File: config.mk
export PLATFORM = sky130hd
export DESIGN_NAME = sce_cmd_exec
export DESIGN_NICKNAME = d
export VERILOG_FILES = /design/src/inc/sce_pkg.sv /design/src/rtl/sce_cmd_exec.sv /design/src/rtl/sce_eos_match.sv
export VERILOG_INCLUDE_DIRS = /design/src /design/src/inc
export SDC_FILE = /design/constraint.sdc
export NUM_CORES = 1
export LEC_CHECK = 0
export ABC_AREA = 1
export ABC_CLOCK_PERIOD_IN_PS = 6550
export BUFFER_PORTS_ARGS = -buffer_cell sky130_fd_sc_hd__buf_2
export CAP_MARGIN = 10
export CORE_ASPECT_RATIO = 0.5
export CORE_MARGIN = 2
export CORE_UTILIZATION = 30
export CTS_CLUSTER_DIAMETER = 150
export CTS_CLUSTER_SIZE = 40
export DETAILED_ROUTE_END_ITERATION = 12
export PLACE_DENSITY = 0.53
export REMOVE_ABC_BUFFERS = 1
export SYNTH_ARGS = -nofsm -noshare
export SYNTH_HDL_FRONTEND = slang
export SYNTH_SLANG_ARGS = --single-unit
File: constraint.sdc
create_clock -name mclk -period 6.55 [get_ports mclk]
set_input_delay 0.9825 -clock mclk [delete_from_list [all_inputs] [get_ports mclk]]
set_output_delay 0.9825 -clock mclk [all_outputs]
set_load 0.005 [all_outputs]
File: src/inc/sce_regs.svh
// Constants of the serial command executor: characters, keywords, defaults.
// Assumes includers take these as plain text macros.
`ifndef SCE_REGS_SVH
`define SCE_REGS_SVH
`define SCE_CH_CR 8'h0D
`define SCE_CH_LF 8'h0A
`define SCE_CH_SP 8'h20
`define SCE_CH_COMMA 8'h2C
`define SCE_CH_HASH 8'h23
`define SCE_CH_ZERO 8'h30
`define SCE_KW_CMD 32'h00636D64
`define SCE_KW_CONF 32'h636F6E66
`define SCE_KW_ECHO 32'h6563686F
`define SCE_KW_EOS 32'h00656F73
`define SCE_CNT_MIN 33'h000000001
`define SCE_CNT_MAX 33'h0FFFFFFFF
`define SCE_PP_OPT 33'h000000000
`define SCE_BOOL_MAX 33'h000000001
`define SCE_CHAR_MAX 33'h0000000FF
`define SCE_PP_LOCAL_RST 1'b0
`define SCE_ECHO_RST 1'b0
`define SCE_EOS_MODE_RST 1'b0
`define SCE_EOS_CHAR_RST 8'h00
`define SCE_RBUF_LEN 12
`define SCE_RIDX_W 4
`endif

File: src/inc/sce_pkg.sv
// Types shared by the serial command executor.
// Assumes the constants header is included by each design file that uses its macros.
package sce_pkg;
    typedef enum logic [3:0] {
        SCE_KEY, SCE_ARG, SCE_EXEC, SCE_REPLY, SCE_SKIP,
        SCE_CHDR, SCE_CCHK, SCE_CSTR, SCE_CSEND, SCE_CDRAIN
    } sce_state_t;
endpackage

File: src/rtl/sce_cmd_exec.sv
// Command interpreter: raw bus commands, conf, echo and eos settings.
// Assumes serial bytes and bus status come from logic on mclk.
`include "sce_regs.svh"
`timescale 1ns/1ns
`default_nettype none
// Operation
// - Raw command count is decimal after '#', from 1 to 4294967295.
// - Without count, raw string ends at first CR or LF.
// - Header ended by CR alone: leading LF of string is discarded.
// - Standby controller-in-charge takes active control, stays active after.
// - Transfer ends on done, not in charge, timeout, no listener, serial error.
// - Count of bytes actually sent is stored at transfer end.
// - After an early stop, the rest of the string is read and dropped.
// - Each raw byte goes out unchanged as an interface message.
// - Option 0 picks remote (0) or local (1) poll config; default 0.
// - Local poll config selected: remote poll configurations are ignored.
// - Option named without value returns its present setting.
// - Settings hold until changed, online command, or power loss.
// - Echo 1 sends every received character back; echo 0 sends none.
// - Enabling echo does not echo the enabling command itself.
// - Letters R, X, B, D set modes; omitted letters are disabled.
// - Read ends on match, seven bits unless full compare.
// - Write raises EOI with matching byte, seven or eight bits.
// - Terminator command with only the full-compare letter is rejected.
// - The terminator byte is never inserted into written data.
// - Terminator command without arguments returns present settings.
// - Controller operation while not in charge records not-in-charge.
module sce_cmd_exec
    import sce_pkg::*;
(
    input wire logic mclk, // 250 MHz clock
    input wire logic srst, // Synchronous reset, high
    input wire logic rx_valid, // Serial byte available
    input wire logic [7:0] rx_data, // Serial byte
    output logic rx_ready, // Serial byte taken
    output logic tx_valid, // Serial byte to send
    output logic [7:0] tx_data, // Serial byte out
    input wire logic tx_ready, // Serial sender takes byte
    input wire logic bus_cic, // Controller-in-charge
    input wire logic bus_standby_req, // Go to standby pulse
    input wire logic bus_ready, // Bus took command byte
    input wire logic io_timeout, // I/O time limit expired
    input wire logic bus_no_listener, // No listener present
    input wire logic serial_err, // Unignored serial error
    input wire logic online_req, // Online command pulse
    output logic cmd_byte_valid, // Command byte offered
    output logic [7:0] cmd_byte, // Command byte to bus
    output logic atn, // Active controller, ATN asserted
    output logic cmd_done, // Raw transfer ended pulse
    output logic [31:0] cmd_sent_count, // Bytes actually sent
    output logic not_in_charge_error, // Error pulse
    output logic timeout_abort_error, // Error pulse
    output logic no_listener_error, // Error pulse
    output logic invalid_argument_error, // Error pulse
    output logic parallel_poll_local, // Local poll config
    output logic echo_enable, // Echo setting
    output logic read_end_on_match, // Read terminator mode
    output logic write_end_on_match, // Write terminator mode
    output logic full_byte_compare, // Eight-bit compare mode
    output logic [7:0] eos_char, // Terminator character
    input wire logic remote_ppc_valid, // Remote poll config seen
    output logic remote_ppc_accept, // Remote poll config taken
    input wire logic [7:0] rd_byte, // Byte read from bus
    output logic rd_end, // Read must end
    input wire logic [7:0] wr_byte, // Byte being written
    output logic wr_eoi // EOI with this byte
);
    // ------------------------------------------------------------
    // Helpers
    // ------------------------------------------------------------
    function automatic logic [7:0] lc(input logic [7:0] c);
        lc = (c >= 8'h41 && c <= 8'h5A) ? (c | 8'h20) : c;
    endfunction

    function automatic logic is_dig(input logic [7:0] c);
        is_dig = (c >= 8'h30 && c <= 8'h39);
    endfunction

    function automatic logic is_term(input logic [7:0] c);
        is_term = (c == `SCE_CH_CR) || (c == `SCE_CH_LF);
    endfunction

    // Saturates one past the limit so an oversize count stays visible
    function automatic logic [32:0] acc10(input logic [32:0] v,
                                          input logic [7:0] c);
        logic [36:0] t;
        t = {4'h0, v} * 37'd10 + {29'h0, c - `SCE_CH_ZERO};
        acc10 = (t > {4'h0, `SCE_CNT_MAX}) ? `SCE_CNT_MAX + 33'h1 : t[32:0];
    endfunction

    function automatic logic [7:0] ascii_bit(input logic b);
        ascii_bit = `SCE_CH_ZERO | {7'h0, b};
    endfunction

    // ------------------------------------------------------------
    // State
    // ------------------------------------------------------------
    sce_state_t state, next_state;
    logic [31:0] kw, next_kw;
    logic [32:0] num, next_num, num0, next_num0, num1, next_num1;
    logic num_on, next_num_on, bad, next_bad;
    logic [1:0] nums, next_nums;
    logic lr, next_lr, lx, next_lx, lb, next_lb, ld, next_ld;
    logic have_cnt, next_have_cnt, hdr_cr, next_hdr_cr, first, next_first;
    logic [31:0] rem, next_rem, sent, next_sent, next_cmd_sent_count;
    logic [7:0] next_cmd_byte, next_tx_data, next_eos_char;
    logic [7:0] rbuf [0:`SCE_RBUF_LEN-1];
    logic [7:0] next_rbuf [0:`SCE_RBUF_LEN-1];
    logic [`SCE_RIDX_W-1:0] ridx, next_ridx, rlen, next_rlen;
    logic next_tx_valid, next_atn, next_cmd_done;
    logic next_nic, next_abo, next_nol, next_arg;
    logic next_pp, next_echo, next_rd, next_wr, next_bin;
    logic rx_fire, tx_free, clr_tok, finish;
    logic [7:0] c;
    logic [`SCE_RIDX_W-1:0] p;
    logic [7:0] h, t, o;

    assign cmd_byte_valid = (state == SCE_CSEND);
    assign tx_free = !tx_valid || tx_ready;
    assign rx_ready = (state == SCE_KEY || state == SCE_ARG ||
                       state == SCE_SKIP || state == SCE_CHDR ||
                       state == SCE_CSTR || state == SCE_CDRAIN) &&
                      (!echo_enable || tx_free);
    assign rx_fire = rx_valid && rx_ready;
    assign c = lc(rx_data);
    assign remote_ppc_accept = remote_ppc_valid && !parallel_poll_local;

    // ------------------------------------------------------------
    // Next state
    // ------------------------------------------------------------
    always_comb
    begin
        next_state = state; next_kw = kw; next_num = num; next_num0 = num0;
        next_num1 = num1; next_num_on = num_on; next_bad = bad;
        next_nums = nums; next_lr = lr; next_lx = lx; next_lb = lb;
        next_ld = ld; next_have_cnt = have_cnt; next_hdr_cr = hdr_cr;
        next_first = first; next_rem = rem; next_sent = sent;
        next_cmd_sent_count = cmd_sent_count; next_cmd_byte = cmd_byte;
        next_eos_char = eos_char; next_rbuf = rbuf; next_ridx = ridx;
        next_rlen = rlen; next_atn = atn; next_cmd_done = 1'b0;
        next_nic = 1'b0; next_abo = 1'b0; next_nol = 1'b0; next_arg = 1'b0;
        next_pp = parallel_poll_local; next_echo = echo_enable;
        next_rd = read_end_on_match; next_wr = write_end_on_match;
        next_bin = full_byte_compare;
        clr_tok = 1'b0; finish = 1'b0; p = '0;
        {h, t, o} = {8'h0, 8'h0, 8'h0};
        next_tx_valid = tx_valid && !tx_ready;
        next_tx_data = tx_data;
        // Setting changes apply after the command, so "echo 1" is silent
        if (rx_fire && echo_enable)
        begin
            next_tx_valid = 1'b1;
            next_tx_data = rx_data;
        end
        case (state)
        SCE_KEY:
            if (rx_fire)
            begin
                if (is_term(c))
                begin
                    if (kw == `SCE_KW_CMD)
                    begin
                        next_hdr_cr = (c == `SCE_CH_CR);
                        next_state = SCE_CCHK;
                    end
                    else if (kw == `SCE_KW_CONF || kw == `SCE_KW_ECHO ||
                             kw == `SCE_KW_EOS)
                        next_state = SCE_EXEC;
                    else
                        clr_tok = 1'b1;
                end
                else if (c == `SCE_CH_HASH && kw == `SCE_KW_CMD)
                begin
                    next_have_cnt = 1'b1;
                    next_state = SCE_CHDR;
                end
                else if (c == `SCE_CH_SP)
                begin
                    if (kw == `SCE_KW_CMD)
                        next_state = SCE_CHDR;
                    else if (kw == `SCE_KW_CONF || kw == `SCE_KW_ECHO ||
                             kw == `SCE_KW_EOS)
                        next_state = SCE_ARG;
                    else if (kw != 32'h0)
                        next_state = SCE_SKIP;
                end
                else
                    next_kw = {kw[23:0], c};
            end
        SCE_ARG:
            if (rx_fire)
            begin
                if (is_dig(c))
                begin
                    next_num = acc10(num, c);
                    next_num_on = 1'b1;
                end
                else if (c == 8'h72)
                    next_lr = 1'b1;
                else if (c == 8'h78)
                    next_lx = 1'b1;
                else if (c == 8'h62)
                    next_lb = 1'b1;
                else if (c == 8'h64)
                    next_ld = 1'b1;
                else if (!is_term(c) && c != `SCE_CH_SP &&
                         c != `SCE_CH_COMMA)
                    next_bad = 1'b1;
                if (num_on && !is_dig(c))
                begin
                    if (nums == 2'd0)
                        next_num0 = num;
                    else if (nums == 2'd1)
                        next_num1 = num;
                    if (nums != 2'd3)
                        next_nums = nums + 2'd1;
                    next_num = 33'h0;
                    next_num_on = 1'b0;
                end
                if (is_term(c))
                    next_state = SCE_EXEC;
            end
        SCE_EXEC:
        begin
            next_state = SCE_KEY;
            clr_tok = 1'b1;
            next_rlen = 4'd3;
            next_ridx = '0;
            next_rbuf[1] = `SCE_CH_CR;
            next_rbuf[2] = `SCE_CH_LF;
            if (bad)
                next_arg = 1'b1;
            else if (kw == `SCE_KW_CONF)
            begin
                if (nums == 2'd0 || num0 != `SCE_PP_OPT)
                    next_arg = 1'b1;
                else if (nums == 2'd1)
                begin
                    next_rbuf[0] = ascii_bit(parallel_poll_local);
                    next_state = SCE_REPLY;
                end
                else if (num1 > `SCE_BOOL_MAX)
                    next_arg = 1'b1;
                else
                    next_pp = num1[0];
            end
            else if (kw == `SCE_KW_ECHO)
            begin
                if (nums == 2'd0)
                begin
                    next_rbuf[0] = ascii_bit(echo_enable);
                    next_state = SCE_REPLY;
                end
                else if (num0 > `SCE_BOOL_MAX)
                    next_arg = 1'b1;
                else
                    next_echo = num0[0];
            end
            else if (!lr && !lx && !lb && !ld && nums == 2'd0)
            begin
                // Letters with commas, then the code in decimal
                if (read_end_on_match)
                begin
                    next_rbuf[p] = 8'h52; next_rbuf[p+4'd1] = `SCE_CH_COMMA;
                    p = p + 4'd2;
                end
                if (write_end_on_match)
                begin
                    next_rbuf[p] = 8'h58; next_rbuf[p+4'd1] = `SCE_CH_COMMA;
                    p = p + 4'd2;
                end
                if (full_byte_compare)
                begin
                    next_rbuf[p] = 8'h42; next_rbuf[p+4'd1] = `SCE_CH_COMMA;
                    p = p + 4'd2;
                end
                h = eos_char / 8'd100;
                t = (eos_char / 8'd10) % 8'd10;
                o = eos_char % 8'd10;
                if (h != 8'h0)
                begin
                    next_rbuf[p] = `SCE_CH_ZERO + h; p = p + 4'd1;
                end
                if (h != 8'h0 || t != 8'h0)
                begin
                    next_rbuf[p] = `SCE_CH_ZERO + t; p = p + 4'd1;
                end
                next_rbuf[p] = `SCE_CH_ZERO + o;
                next_rbuf[p+4'd1] = `SCE_CH_CR;
                next_rbuf[p+4'd2] = `SCE_CH_LF;
                next_rlen = p + 4'd3;
                next_state = SCE_REPLY;
            end
            else if (lb && !lr && !lx && !ld)
                next_arg = 1'b1;
            else if (nums != 2'd0 && num0 > `SCE_CHAR_MAX)
                next_arg = 1'b1;
            else
            begin
                next_rd = lr && !ld;
                next_wr = lx && !ld;
                next_bin = lb && !ld;
                if (nums != 2'd0)
                    next_eos_char = num0[7:0];
            end
        end
        SCE_REPLY:
            if (tx_free)
            begin
                next_tx_valid = 1'b1;
                next_tx_data = rbuf[ridx];
                next_ridx = ridx + 4'd1;
                if (ridx == rlen - 4'd1)
                    next_state = SCE_KEY;
            end
        SCE_SKIP:
            if (rx_fire && is_term(c))
            begin
                next_state = SCE_KEY;
                clr_tok = 1'b1;
            end
        SCE_CHDR:
            if (rx_fire)
            begin
                if (is_term(c))
                begin
                    next_hdr_cr = (c == `SCE_CH_CR);
                    next_state = SCE_CCHK;
                end
                else if (c == `SCE_CH_HASH)
                    next_have_cnt = 1'b1;
                else if (is_dig(c) && have_cnt)
                    next_num = acc10(num, c);
                else if (c != `SCE_CH_SP)
                    next_bad = 1'b1;
            end
        SCE_CCHK:
        begin
            next_sent = 32'h0;
            next_rem = num[31:0];
            next_first = 1'b1;
            next_state = SCE_CSTR;
            if (bad || (have_cnt && (num < `SCE_CNT_MIN ||
                                     num > `SCE_CNT_MAX)))
            begin
                next_arg = 1'b1;
                next_have_cnt = 1'b0;
                next_state = SCE_CDRAIN;
            end
            else if (!bus_cic)
            begin
                next_nic = 1'b1;
                next_state = SCE_CDRAIN;
            end
        end
        SCE_CSTR, SCE_CDRAIN:
            if (rx_fire)
            begin
                next_first = 1'b0;
                if (first && hdr_cr && rx_data == `SCE_CH_LF)
                    next_first = 1'b0;
                else if (!have_cnt && is_term(rx_data))
                    finish = 1'b1;
                else if (state == SCE_CDRAIN)
                begin
                    next_rem = rem - 32'h1;
                    finish = have_cnt && rem == 32'h1;
                end
                else
                begin
                    next_cmd_byte = rx_data;
                    next_state = SCE_CSEND;
                    next_atn = 1'b1;
                end
            end
        SCE_CSEND:
            // Abort wins over bus_ready; the offer drops at the next edge and the byte is not counted
            if (!bus_cic || io_timeout || bus_no_listener || serial_err)
            begin
                next_nic = !bus_cic;
                next_abo = bus_cic && io_timeout;
                next_nol = bus_cic && !io_timeout && bus_no_listener;
                next_rem = rem - 32'h1;
                next_state = SCE_CDRAIN;
                finish = have_cnt && rem == 32'h1;
            end
            else if (bus_ready)
            begin
                next_sent = sent + 32'h1;
                next_rem = rem - 32'h1;
                next_state = SCE_CSTR;
                finish = have_cnt && rem == 32'h1;
            end
        default:
            next_state = SCE_KEY;
        endcase
        if (finish)
        begin
            next_state = SCE_KEY;
            clr_tok = 1'b1;
            next_cmd_done = 1'b1;
            next_cmd_sent_count = next_sent;
        end
        if (clr_tok)
        begin
            next_kw = 32'h0; next_num = 33'h0; next_num_on = 1'b0;
            next_nums = 2'd0; next_bad = 1'b0; next_have_cnt = 1'b0;
            {next_lr, next_lx, next_lb, next_ld} = 4'h0;
        end
        if (!bus_cic || bus_standby_req)
            next_atn = 1'b0;
        if (online_req)
        begin
            next_pp = `SCE_PP_LOCAL_RST;
            next_echo = `SCE_ECHO_RST;
            {next_rd, next_wr, next_bin} = {3{`SCE_EOS_MODE_RST}};
            next_eos_char = `SCE_EOS_CHAR_RST;
        end
    end

    // ------------------------------------------------------------
    // Registers
    // ------------------------------------------------------------
    always_ff @(posedge mclk)
    begin
        if (srst)
        begin
            state <= SCE_KEY; kw <= 32'h0; num <= 33'h0; num0 <= 33'h0;
            num1 <= 33'h0; num_on <= 1'b0; bad <= 1'b0; nums <= 2'd0;
            {lr, lx, lb, ld} <= 4'h0; have_cnt <= 1'b0; hdr_cr <= 1'b0;
            first <= 1'b0; rem <= 32'h0; sent <= 32'h0;
            cmd_sent_count <= 32'h0; cmd_byte <= 8'h00;
            rbuf <= '{default: 8'h00}; ridx <= '0; rlen <= '0;
            tx_valid <= 1'b0; tx_data <= 8'h00; atn <= 1'b0;
            cmd_done <= 1'b0; not_in_charge_error <= 1'b0;
            timeout_abort_error <= 1'b0; no_listener_error <= 1'b0;
            invalid_argument_error <= 1'b0;
            parallel_poll_local <= `SCE_PP_LOCAL_RST;
            echo_enable <= `SCE_ECHO_RST;
            read_end_on_match <= `SCE_EOS_MODE_RST;
            write_end_on_match <= `SCE_EOS_MODE_RST;
            full_byte_compare <= `SCE_EOS_MODE_RST;
            eos_char <= `SCE_EOS_CHAR_RST;
        end
        else
        begin
            state <= next_state; kw <= next_kw; num <= next_num;
            num0 <= next_num0; num1 <= next_num1; num_on <= next_num_on;
            bad <= next_bad; nums <= next_nums; lr <= next_lr;
            lx <= next_lx; lb <= next_lb; ld <= next_ld;
            have_cnt <= next_have_cnt; hdr_cr <= next_hdr_cr;
            first <= next_first; rem <= next_rem; sent <= next_sent;
            cmd_sent_count <= next_cmd_sent_count; cmd_byte <= next_cmd_byte;
            rbuf <= next_rbuf; ridx <= next_ridx; rlen <= next_rlen;
            tx_valid <= next_tx_valid; tx_data <= next_tx_data;
            atn <= next_atn; cmd_done <= next_cmd_done;
            not_in_charge_error <= next_nic; timeout_abort_error <= next_abo;
            no_listener_error <= next_nol; invalid_argument_error <= next_arg;
            parallel_poll_local <= next_pp; echo_enable <= next_echo;
            read_end_on_match <= next_rd; write_end_on_match <= next_wr;
            full_byte_compare <= next_bin; eos_char <= next_eos_char;
        end
    end

    sce_eos_match u_match (
        .eos_char(eos_char),
        .rd_en(read_end_on_match),
        .wr_en(write_end_on_match),
        .full_cmp(full_byte_compare),
        .rd_byte(rd_byte),
        .wr_byte(wr_byte),
        .rd_end(rd_end),
        .wr_eoi(wr_eoi)
    );
endmodule
`default_nettype wire

File: src/rtl/sce_eos_match.sv
// End-of-string comparator for bus reads and writes.
// Assumes mode bits and character come from registered settings.
`timescale 1ns/1ns
`default_nettype none
module sce_eos_match
    import sce_pkg::*;
(
    input wire logic [7:0] eos_char, // Terminator character
    input wire logic rd_en, // Read end on match
    input wire logic wr_en, // Write end on match
    input wire logic full_cmp, // Eight-bit compare
    input wire logic [7:0] rd_byte, // Byte read from bus
    input wire logic [7:0] wr_byte, // Byte about to be written
    output logic rd_end, // Read must end here
    output logic wr_eoi // Raise EOI with this byte
);
    function automatic logic hit(input logic [7:0] a, input logic [7:0] b,
                                 input logic full);
        hit = full ? (a == b) : (a[6:0] == b[6:0]);
    endfunction

    // Only flags the byte; the byte stream itself is never extended
    assign rd_end = rd_en && hit(rd_byte, eos_char, full_cmp);
    assign wr_eoi = wr_en && hit(wr_byte, eos_char, full_cmp);
endmodule
`default_nettype wire

==> run_results.csv, run 1 <==
group,metric,value,unit
yosys,seq_area_frac_synth,31.4,%
pwr,power.total,0.00366,W
layout,layout_common_cells,"nand2_1 (673), inv_1 (455), o21ai_0 (453), nor2_1 (390), dfxtp_1 (380)",
detailed_routing,drt-total-wl,86.6,mm
die,io_pins,109,
clock_tree,root_buffer,"clkbuf_16",
yosys,synth_top_area_cell,"dfxtp_1",
yosys,synth-seq-cells,382,
yosys,yosys.area.top_type_share,31.4,%
setup_path,cp-end-kind,"flop",
setup_path,crit_type,"flop to flop",
hold_path,hold_path_class,"flop to flop",
detailed_routing,wl_per_cell,17.9,µm
global_routing,gr-total-overflow,0,
pwr,seqPwrFrac,63.9,%
die,core,0.0799,mm²
pwr,p_comb_share,4.2,%
detailed_routing,dr.pass1.iters,6,
place,port-buffer-count,108,
timing,post-route-period-util,90.9,%
timing,worst_pin_slew,1.18,ns
setup_path,crit_top_cell,"nand2_1",
setup_path,rr_worst_depth,44,
clock_tree,cts.sinks,382,
yosys,yosys.area_share.simple,26.6,%
timing,fmax,168,MHz
global_routing,grt_max_degree,83,
clock_tree,ctsHoldBuffers,0,
run_status,run_status,"completed",
setup_path,cpLargestDelayFamily,"simple AND/OR/NAND/NOR gates",
layout,stdcell_count,4827,
yosys,synth.area.top_cells,"dfxtp_1 (31%), nand2_1 (10%), o21ai_0 (9.3%), a21oi_1 (7.1%), inv_1 (7.0%)",
pwr,pwr_density_cell,139,mW/mm²
yosys,synth_xor_area_share,3.19,%
setup_path,slowest_delay,0.40,ns
setup_path,slowest_stage,"dfxtp_1",
yosys,synth-adder-area-share,5.53,%
timing,max_slew_margin,21.2,%
layout,fin_nets,3882,
die,die_area,0.0837,mm²
yosys,yosys.cell_types.count,64,
pwr,intPower,0.00275,W
pwr,clock_power_share,31.8,%
hold_path,hold_path_depth,2,
setup_path,cp.arrival,6.44,ns
pwr,power_switching,0.000902,W
yosys,synthCells,3732,
timing,rsz0062_at_grt,"false",
setup_path,r2r_setup_slack,0.60,ns
setup_path,path_depth,44,
layout,num_antenna_cells,0,
global_routing,grt_pass1_wl,133,mm
yosys,ys_warn_count,0,
timing,fin_skew,0.0514,ns
place,dp_cells,4811,
clock_tree,clkTransAtPathRegs,0.18,ns
clock_tree,htreeDepth,1,
global_routing,antenna_found_initial,0,
layout,fillers,8805,
yosys,synth_top_family_by_area,"simple AND/OR/NAND/NOR gates",
layout,final_common_cell,"nand2_1",
timing,maxSlewViolCount,0,
yosys,synthFlopType,"dfxtp_1",
die,fp.dieW,407,µm
die,fp.dieH,206,µm
setup_path,crit_fanout,18,
place,dp_hpwl,63.4,mm
die,core.rowCount,73,
global_routing,track_usage,20.1,%
yosys,ys_async_sr_fraction,0,%
pwr,ir_worst_vdd,164,µV
detailed_routing,vias_per_cell,5.21,
timing,hold_violations,0,
yosys,syn_area_per_cell,6.53,µm²
layout,syn2layout_area_growth,8.19,%
yosys,muxShareOfSynthArea,0.180,%
clock_tree,ctsLongestPathBuffers,3,
layout,drive_gt1_share,7.06,%
clock_tree,cts_tree,"done",
detailed_routing,drc_errors,0,
yosys,synth-edff-count,0,
detailed_routing,drt_first_iter_violations,2170,
global_routing,grt_pass1_vias,22800,
pwr,p_leak,10.7,nW
setup_path,startpoint_type,"flop",
pwr,sw_frac_of_total,24.7,%
detailed_routing,vias,25100,
timing,setup_tns,0,ns
timing,layout_min_cycle_time,5.95,ns
timing,finalSetupViolCount,0,
clock_tree,cts_buffers,13,
yosys,synth_area,0.0244,mm²
clock_tree,clk_latency,0.58,ns
detailed_routing,ant_nets,0,
yosys,synth-compound-area-share,23.2,%
job,max-cap-violations,0,
die,initial_utilization,30.5,%
place,gp_congestion,0.951,
setup_path,worst-path-buf-inv,8,
setup_path,crit_required,7.04,ns
[final timing paths]
path                           end                     start
max          rbuf[83]$_SDFFE_PP0P_  eos_char[5]$_SDFFE_PP0P_
min          num0[20]$_SDFFE_PP0P_     num0[20]$_SDFFE_PP0P_
max reg2reg  rbuf[83]$_SDFFE_PP0P_  eos_char[5]$_SDFFE_PP0P_
min reg2reg  num0[20]$_SDFFE_PP0P_     num0[20]$_SDFFE_PP0P_
[cell families (layout without fill, tap and decap cells)]
logic type / count (synthesis) / count (layout)
muxes: 4 / 4
AOI/OAI and AO/OA: 1028 / 1028
other: 1 / 2
buffers and inverters: 631 / 638
xor gates and xnor gates: 88 / 88
DFF: 382 / 382
and+or+nand+nor: 1492 / 1492
adders and majority gates: 106 / 106
[area by class of cell]
type,count,area (µm²),area share [%]
well taps,1087,1360,5.16
clock inverters,1,16.3,0.0617
multi-input cells,2720,14400,54.5
inverters,482,1810,6.87
repair buffers,141,811,3.07
clock buffers,14,339,1.29
flip-flops and latches,382,7650,29.0
[worst min-delay path: stages (launching register included)]
cell	delay [ns]
dfxtp_1	0.34
inv_1	0.05
a21oi_1	0.05
[repair_timing]
item,CTS,global route
resized for setup,0,3
buffers inserted,0,0
setup endpoints to repair,0,45
[sequential cells by signal (all words and copies together) (netlist names), 2 cells and up]
| name | flops |
|---|---|
| num0 | 33 |
| rlen | 4 |
| sent | 32 |
| cmd_byte | 8 |
| state | 4 |
| num1 | 33 |
| nums | 2 |
| num | 33 |
| kw | 32 |
| rbuf | 96 |
| cmd_sent_count | 32 |
| rem | 32 |
| eos_char | 8 |
| tx_data | 8 |
| ridx | 4 |
[synthesized netlist by cell type (all sizes together), types with 2 or more instances]
master	count
nand2	705
o21ai	488
inv	477
nor2	405
dfxtp	382
a21oi	351
nand3	184
clkbuf	128
ha	103
nand4	79
o211ai	64
xor2	62
nor3	59
nor4	46
a31oi	30
xnor2	26
buf	21
o22ai	20
a211oi	15
o21bai	9
o221ai	9
o31ai	7
o2111ai	6
clkinv	5
o41ai	5
a21o	4
a221oi	4
o21a	4
o32ai	4
and3	3
fa	3
mux2	3
nand3b	3
or2	3
a21boi	2
a32o	2
nor3b	2
[layer usage]
layer / vias to the layer above / wire length, µm / track usage (%)
li1: 12500 / - / -
met1: 11700 / 39400 / 27.1
met2: 753 / 39600 / 33.6
met3: 137 / 4530 / 2.01
met4: 0 / 3080 / 6.63
met5: - / 0 / 0
[through the flow]
| step | utilization [%] | area [µm²] | setup slack, ns | hold WS, ns |
|---|---|---|---|---|
| 3_5_place_dp | 32.5 | 26000 | 0.582 | 0.439 |
| 2_1_floorplan | - | 23800 | 0.897 | 0.425 |
| 4_1_cts | 32.9 | 26300 | 0.562 | 0.459 |
| 6_report | 33.0 | 26400 | 0.598 | 0.457 |
| 3_3_place_gp | 32.5 | 26000 | 0.683 | 0.433 |
| 5_1_grt | 33.0 | 26400 | 0.00296 | 0.479 |
[power by group through the flow]
stage,clock [W],sequential [W],combinational (W)
5_1_grt,0.00127,0.00234,0.000170
6_report,0.00116,0.00234,0.000155
3_5_place_dp,0,0.00239,0.000148
3_3_place_gp,0,0.00239,0.000148
4_1_cts,0.00121,0.00234,0.000149
2_1_floorplan,0,0.00239,0.0000776
No activity file was read; power rests on OpenSTA's default activity.
==> run 2: changes to the inputs <==
ABC_CLOCK_PERIOD_IN_PS = 7250   (was 6550)
clock period = 7.25 ns   (was 6.55 ns; I/O delays follow)
==> run_results.csv, run 2 (synthesized netlist as in run 1, its figures left out) <==
group,metric,value,unit
layout,final_util,33.1,%
clock_tree,ctsHoldBuffers,0,
layout,postLayoutCellArea,0.0264,mm²
detailed_routing,drt-total-wl,86.7,mm
setup_path,cpLargestDelayFamily,"simple AND/OR/NAND/NOR gates",
global_routing,grt_pass1_wl,134,mm
hold_path,hold_path_class,"flop to flop",
detailed_routing,drt_first_iter_violations,2197,
layout,fillers,8816,
die,core,0.0799,mm²
layout,layout_common_cells,"nand2_1 (674), inv_1 (455), o21ai_0 (453), nor2_1 (390), dfxtp_1 (381)",
setup_path,cp.arrival,6.56,ns
die,fp.dieH,206,µm
timing,setup_ws,1.15,ns
place,gp_congestion,0.956,
layout,largest_reg_flops,96,
place,place_ws,1.11,ns
layout,final_common_cell,"nand2_1",
pwr,ir_worst_vdd,140,µV
die,die_area,0.0837,mm²
timing,worst_pin_slew,1.10,ns
timing,setup_tns,0,ns
timing,finalSetupViolCount,0,
layout,num_antenna_cells,0,
hold_path,hold_start,"num0[20]$_SDFFE_PP0P_",
setup_path,startpoint,"eos_char[7]$_SDFFE_PP0P_",
place,dp_hpwl,63.6,mm
clock_tree,clkTransAtPathRegs,0.14,ns
timing,max_slew_margin,26.5,%
setup_path,cp-end-kind,"flop",
die,fp.dieW,407,µm
timing,fmax,164,MHz
clock_tree,cts_setup_buffers,0,
global_routing,grt_max_degree,90,
setup_path,worst-path-buf-inv,5,
timing,maxSlewViolCount,0,
global_routing,grt_pass1_vias,23200,
clock_tree,cts_resized,0,
timing,hold_violations,0,
setup_path,crit_top_cell,"nand2_1",
clock_tree,root_buffer,"clkbuf_16",
setup_path,startpoint_type,"flop",
layout,largest-register,"rbuf",
clock_tree,htreeDepth,1,
detailed_routing,wl_per_cell,18.0,µm
timing,rsz0062_at_grt,"false",
run_status,run_status,"completed",
clock_tree,clk_latency,0.59,ns
die,io_pins,109,
detailed_routing,vias,25100,
die,initial_utilization,30.5,%
timing,layout_min_cycle_time,6.10,ns
pwr,p_leak,10.7,nW
setup_path,crit_type,"flop to flop",
clock_tree,cts.sinks,382,
job,max-cap-violations,0,
die,core.rowCount,73,
pwr,power.total,0.00341,W
setup_path,slowest_stage,"dfxtp_1",
detailed_routing,dr.pass1.iters,8,
timing,post-route-period-util,84.1,%
setup_path,slowest_delay,0.55,ns
clock_tree,cts_tree,"done",
layout,drive_gt1_share,6.98,%
global_routing,track_usage,20.2,%
global_routing,antenna_found_initial,1,
global_routing,gr-total-overflow,0,
pwr,pwr_density_cell,129,mW/mm²
detailed_routing,ant_nets,0,
place,placed_area,0.0259,mm²
layout,fin_nets,3880,
detailed_routing,vias_per_cell,5.20,
setup_path,timing.rr.start,"eos_char[7]$_SDFFE_PP0P_",
place,port-buffer-count,108,
clock_tree,ctsLongestPathBuffers,3,
clock_tree,cts_buffers,14,
timing,fin_skew,0.0439,ns
setup_path,crit_fanout,18,
setup_path,crit_required,7.71,ns
layout,syn2layout_area_growth,8.48,%
detailed_routing,drc_errors,0,
==> run 2: per-layer routing <==
layer	track usage [%]	up-vias	routed length [µm]
li1	-	12500	-
met1	27.1	11700	39500
met2	33.7	755	39500
met3	2.22	136	4750
met4	6.56	2	2890
met5	0	-	13
==> run 2: layout make-up <==
type / count / area [µm²] / share of cell area [%]
Tap cell: 1087 / 1360 / 5.14
Clock inverter: 3 / 70.1 / 0.265
Inverter: 482 / 1810 / 6.85
Multi-Input combinational cell: 2720 / 14400 / 54.4
Sequential cell: 382 / 7650 / 28.9
Timing Repair Buffer: 138 / 801 / 3.03
Clock buffer: 15 / 375 / 1.42
==> run 2: worst register-to-register path: cells and delay by family (launching register included) <==
| kind | cells | cell delay, ns |
|---|---|---|
| AOI/OAI and AO/OA | 4 | 1.03 |
| adders and majority gates | 2 | 0.40 |
| buffers and inverters | 5 | 0.37 |
| xor gates and xnor gates | 1 | 0.12 |
| and+or+nand+nor | 29 | 3.51 |
| DFF | 1 | 0.55 |
==> run 2: per-stage QoR <==
step	hold WS (ns)	instances
after global routing	0.471	4827
after CTS	0.457	4825
after detailed placement	0.438	4807
final	0.454	4827
after floorplan	0.425	3584
after global placement	0.433	4807
==> run 2: path summary, 6_finish.rpt <==
kind	cells past startpoint	slack, ns	end
setup / recovery	41	1.15	rbuf[77]$_SDFFE_PP0P_
hold reg to reg	2	0.45	num0[20]$_SDFFE_PP0P_
hold / removal	2	0.45	num0[20]$_SDFFE_PP0P_
setup reg to reg	41	1.15	rbuf[77]$_SDFFE_PP0P_
==> run 2: power by group <==
| group | internal, W | switching, W | total [W] |
|---|---|---|---|
| Combinational | 0.0000354 | 0.000104 | 0.000140 |
| Sequential | 0.00211 | 0.00000653 | 0.00211 |
| Clock | 0.000401 | 0.000759 | 0.00116 |
| Total | 0.00254 | 0.000870 | 0.00341 |
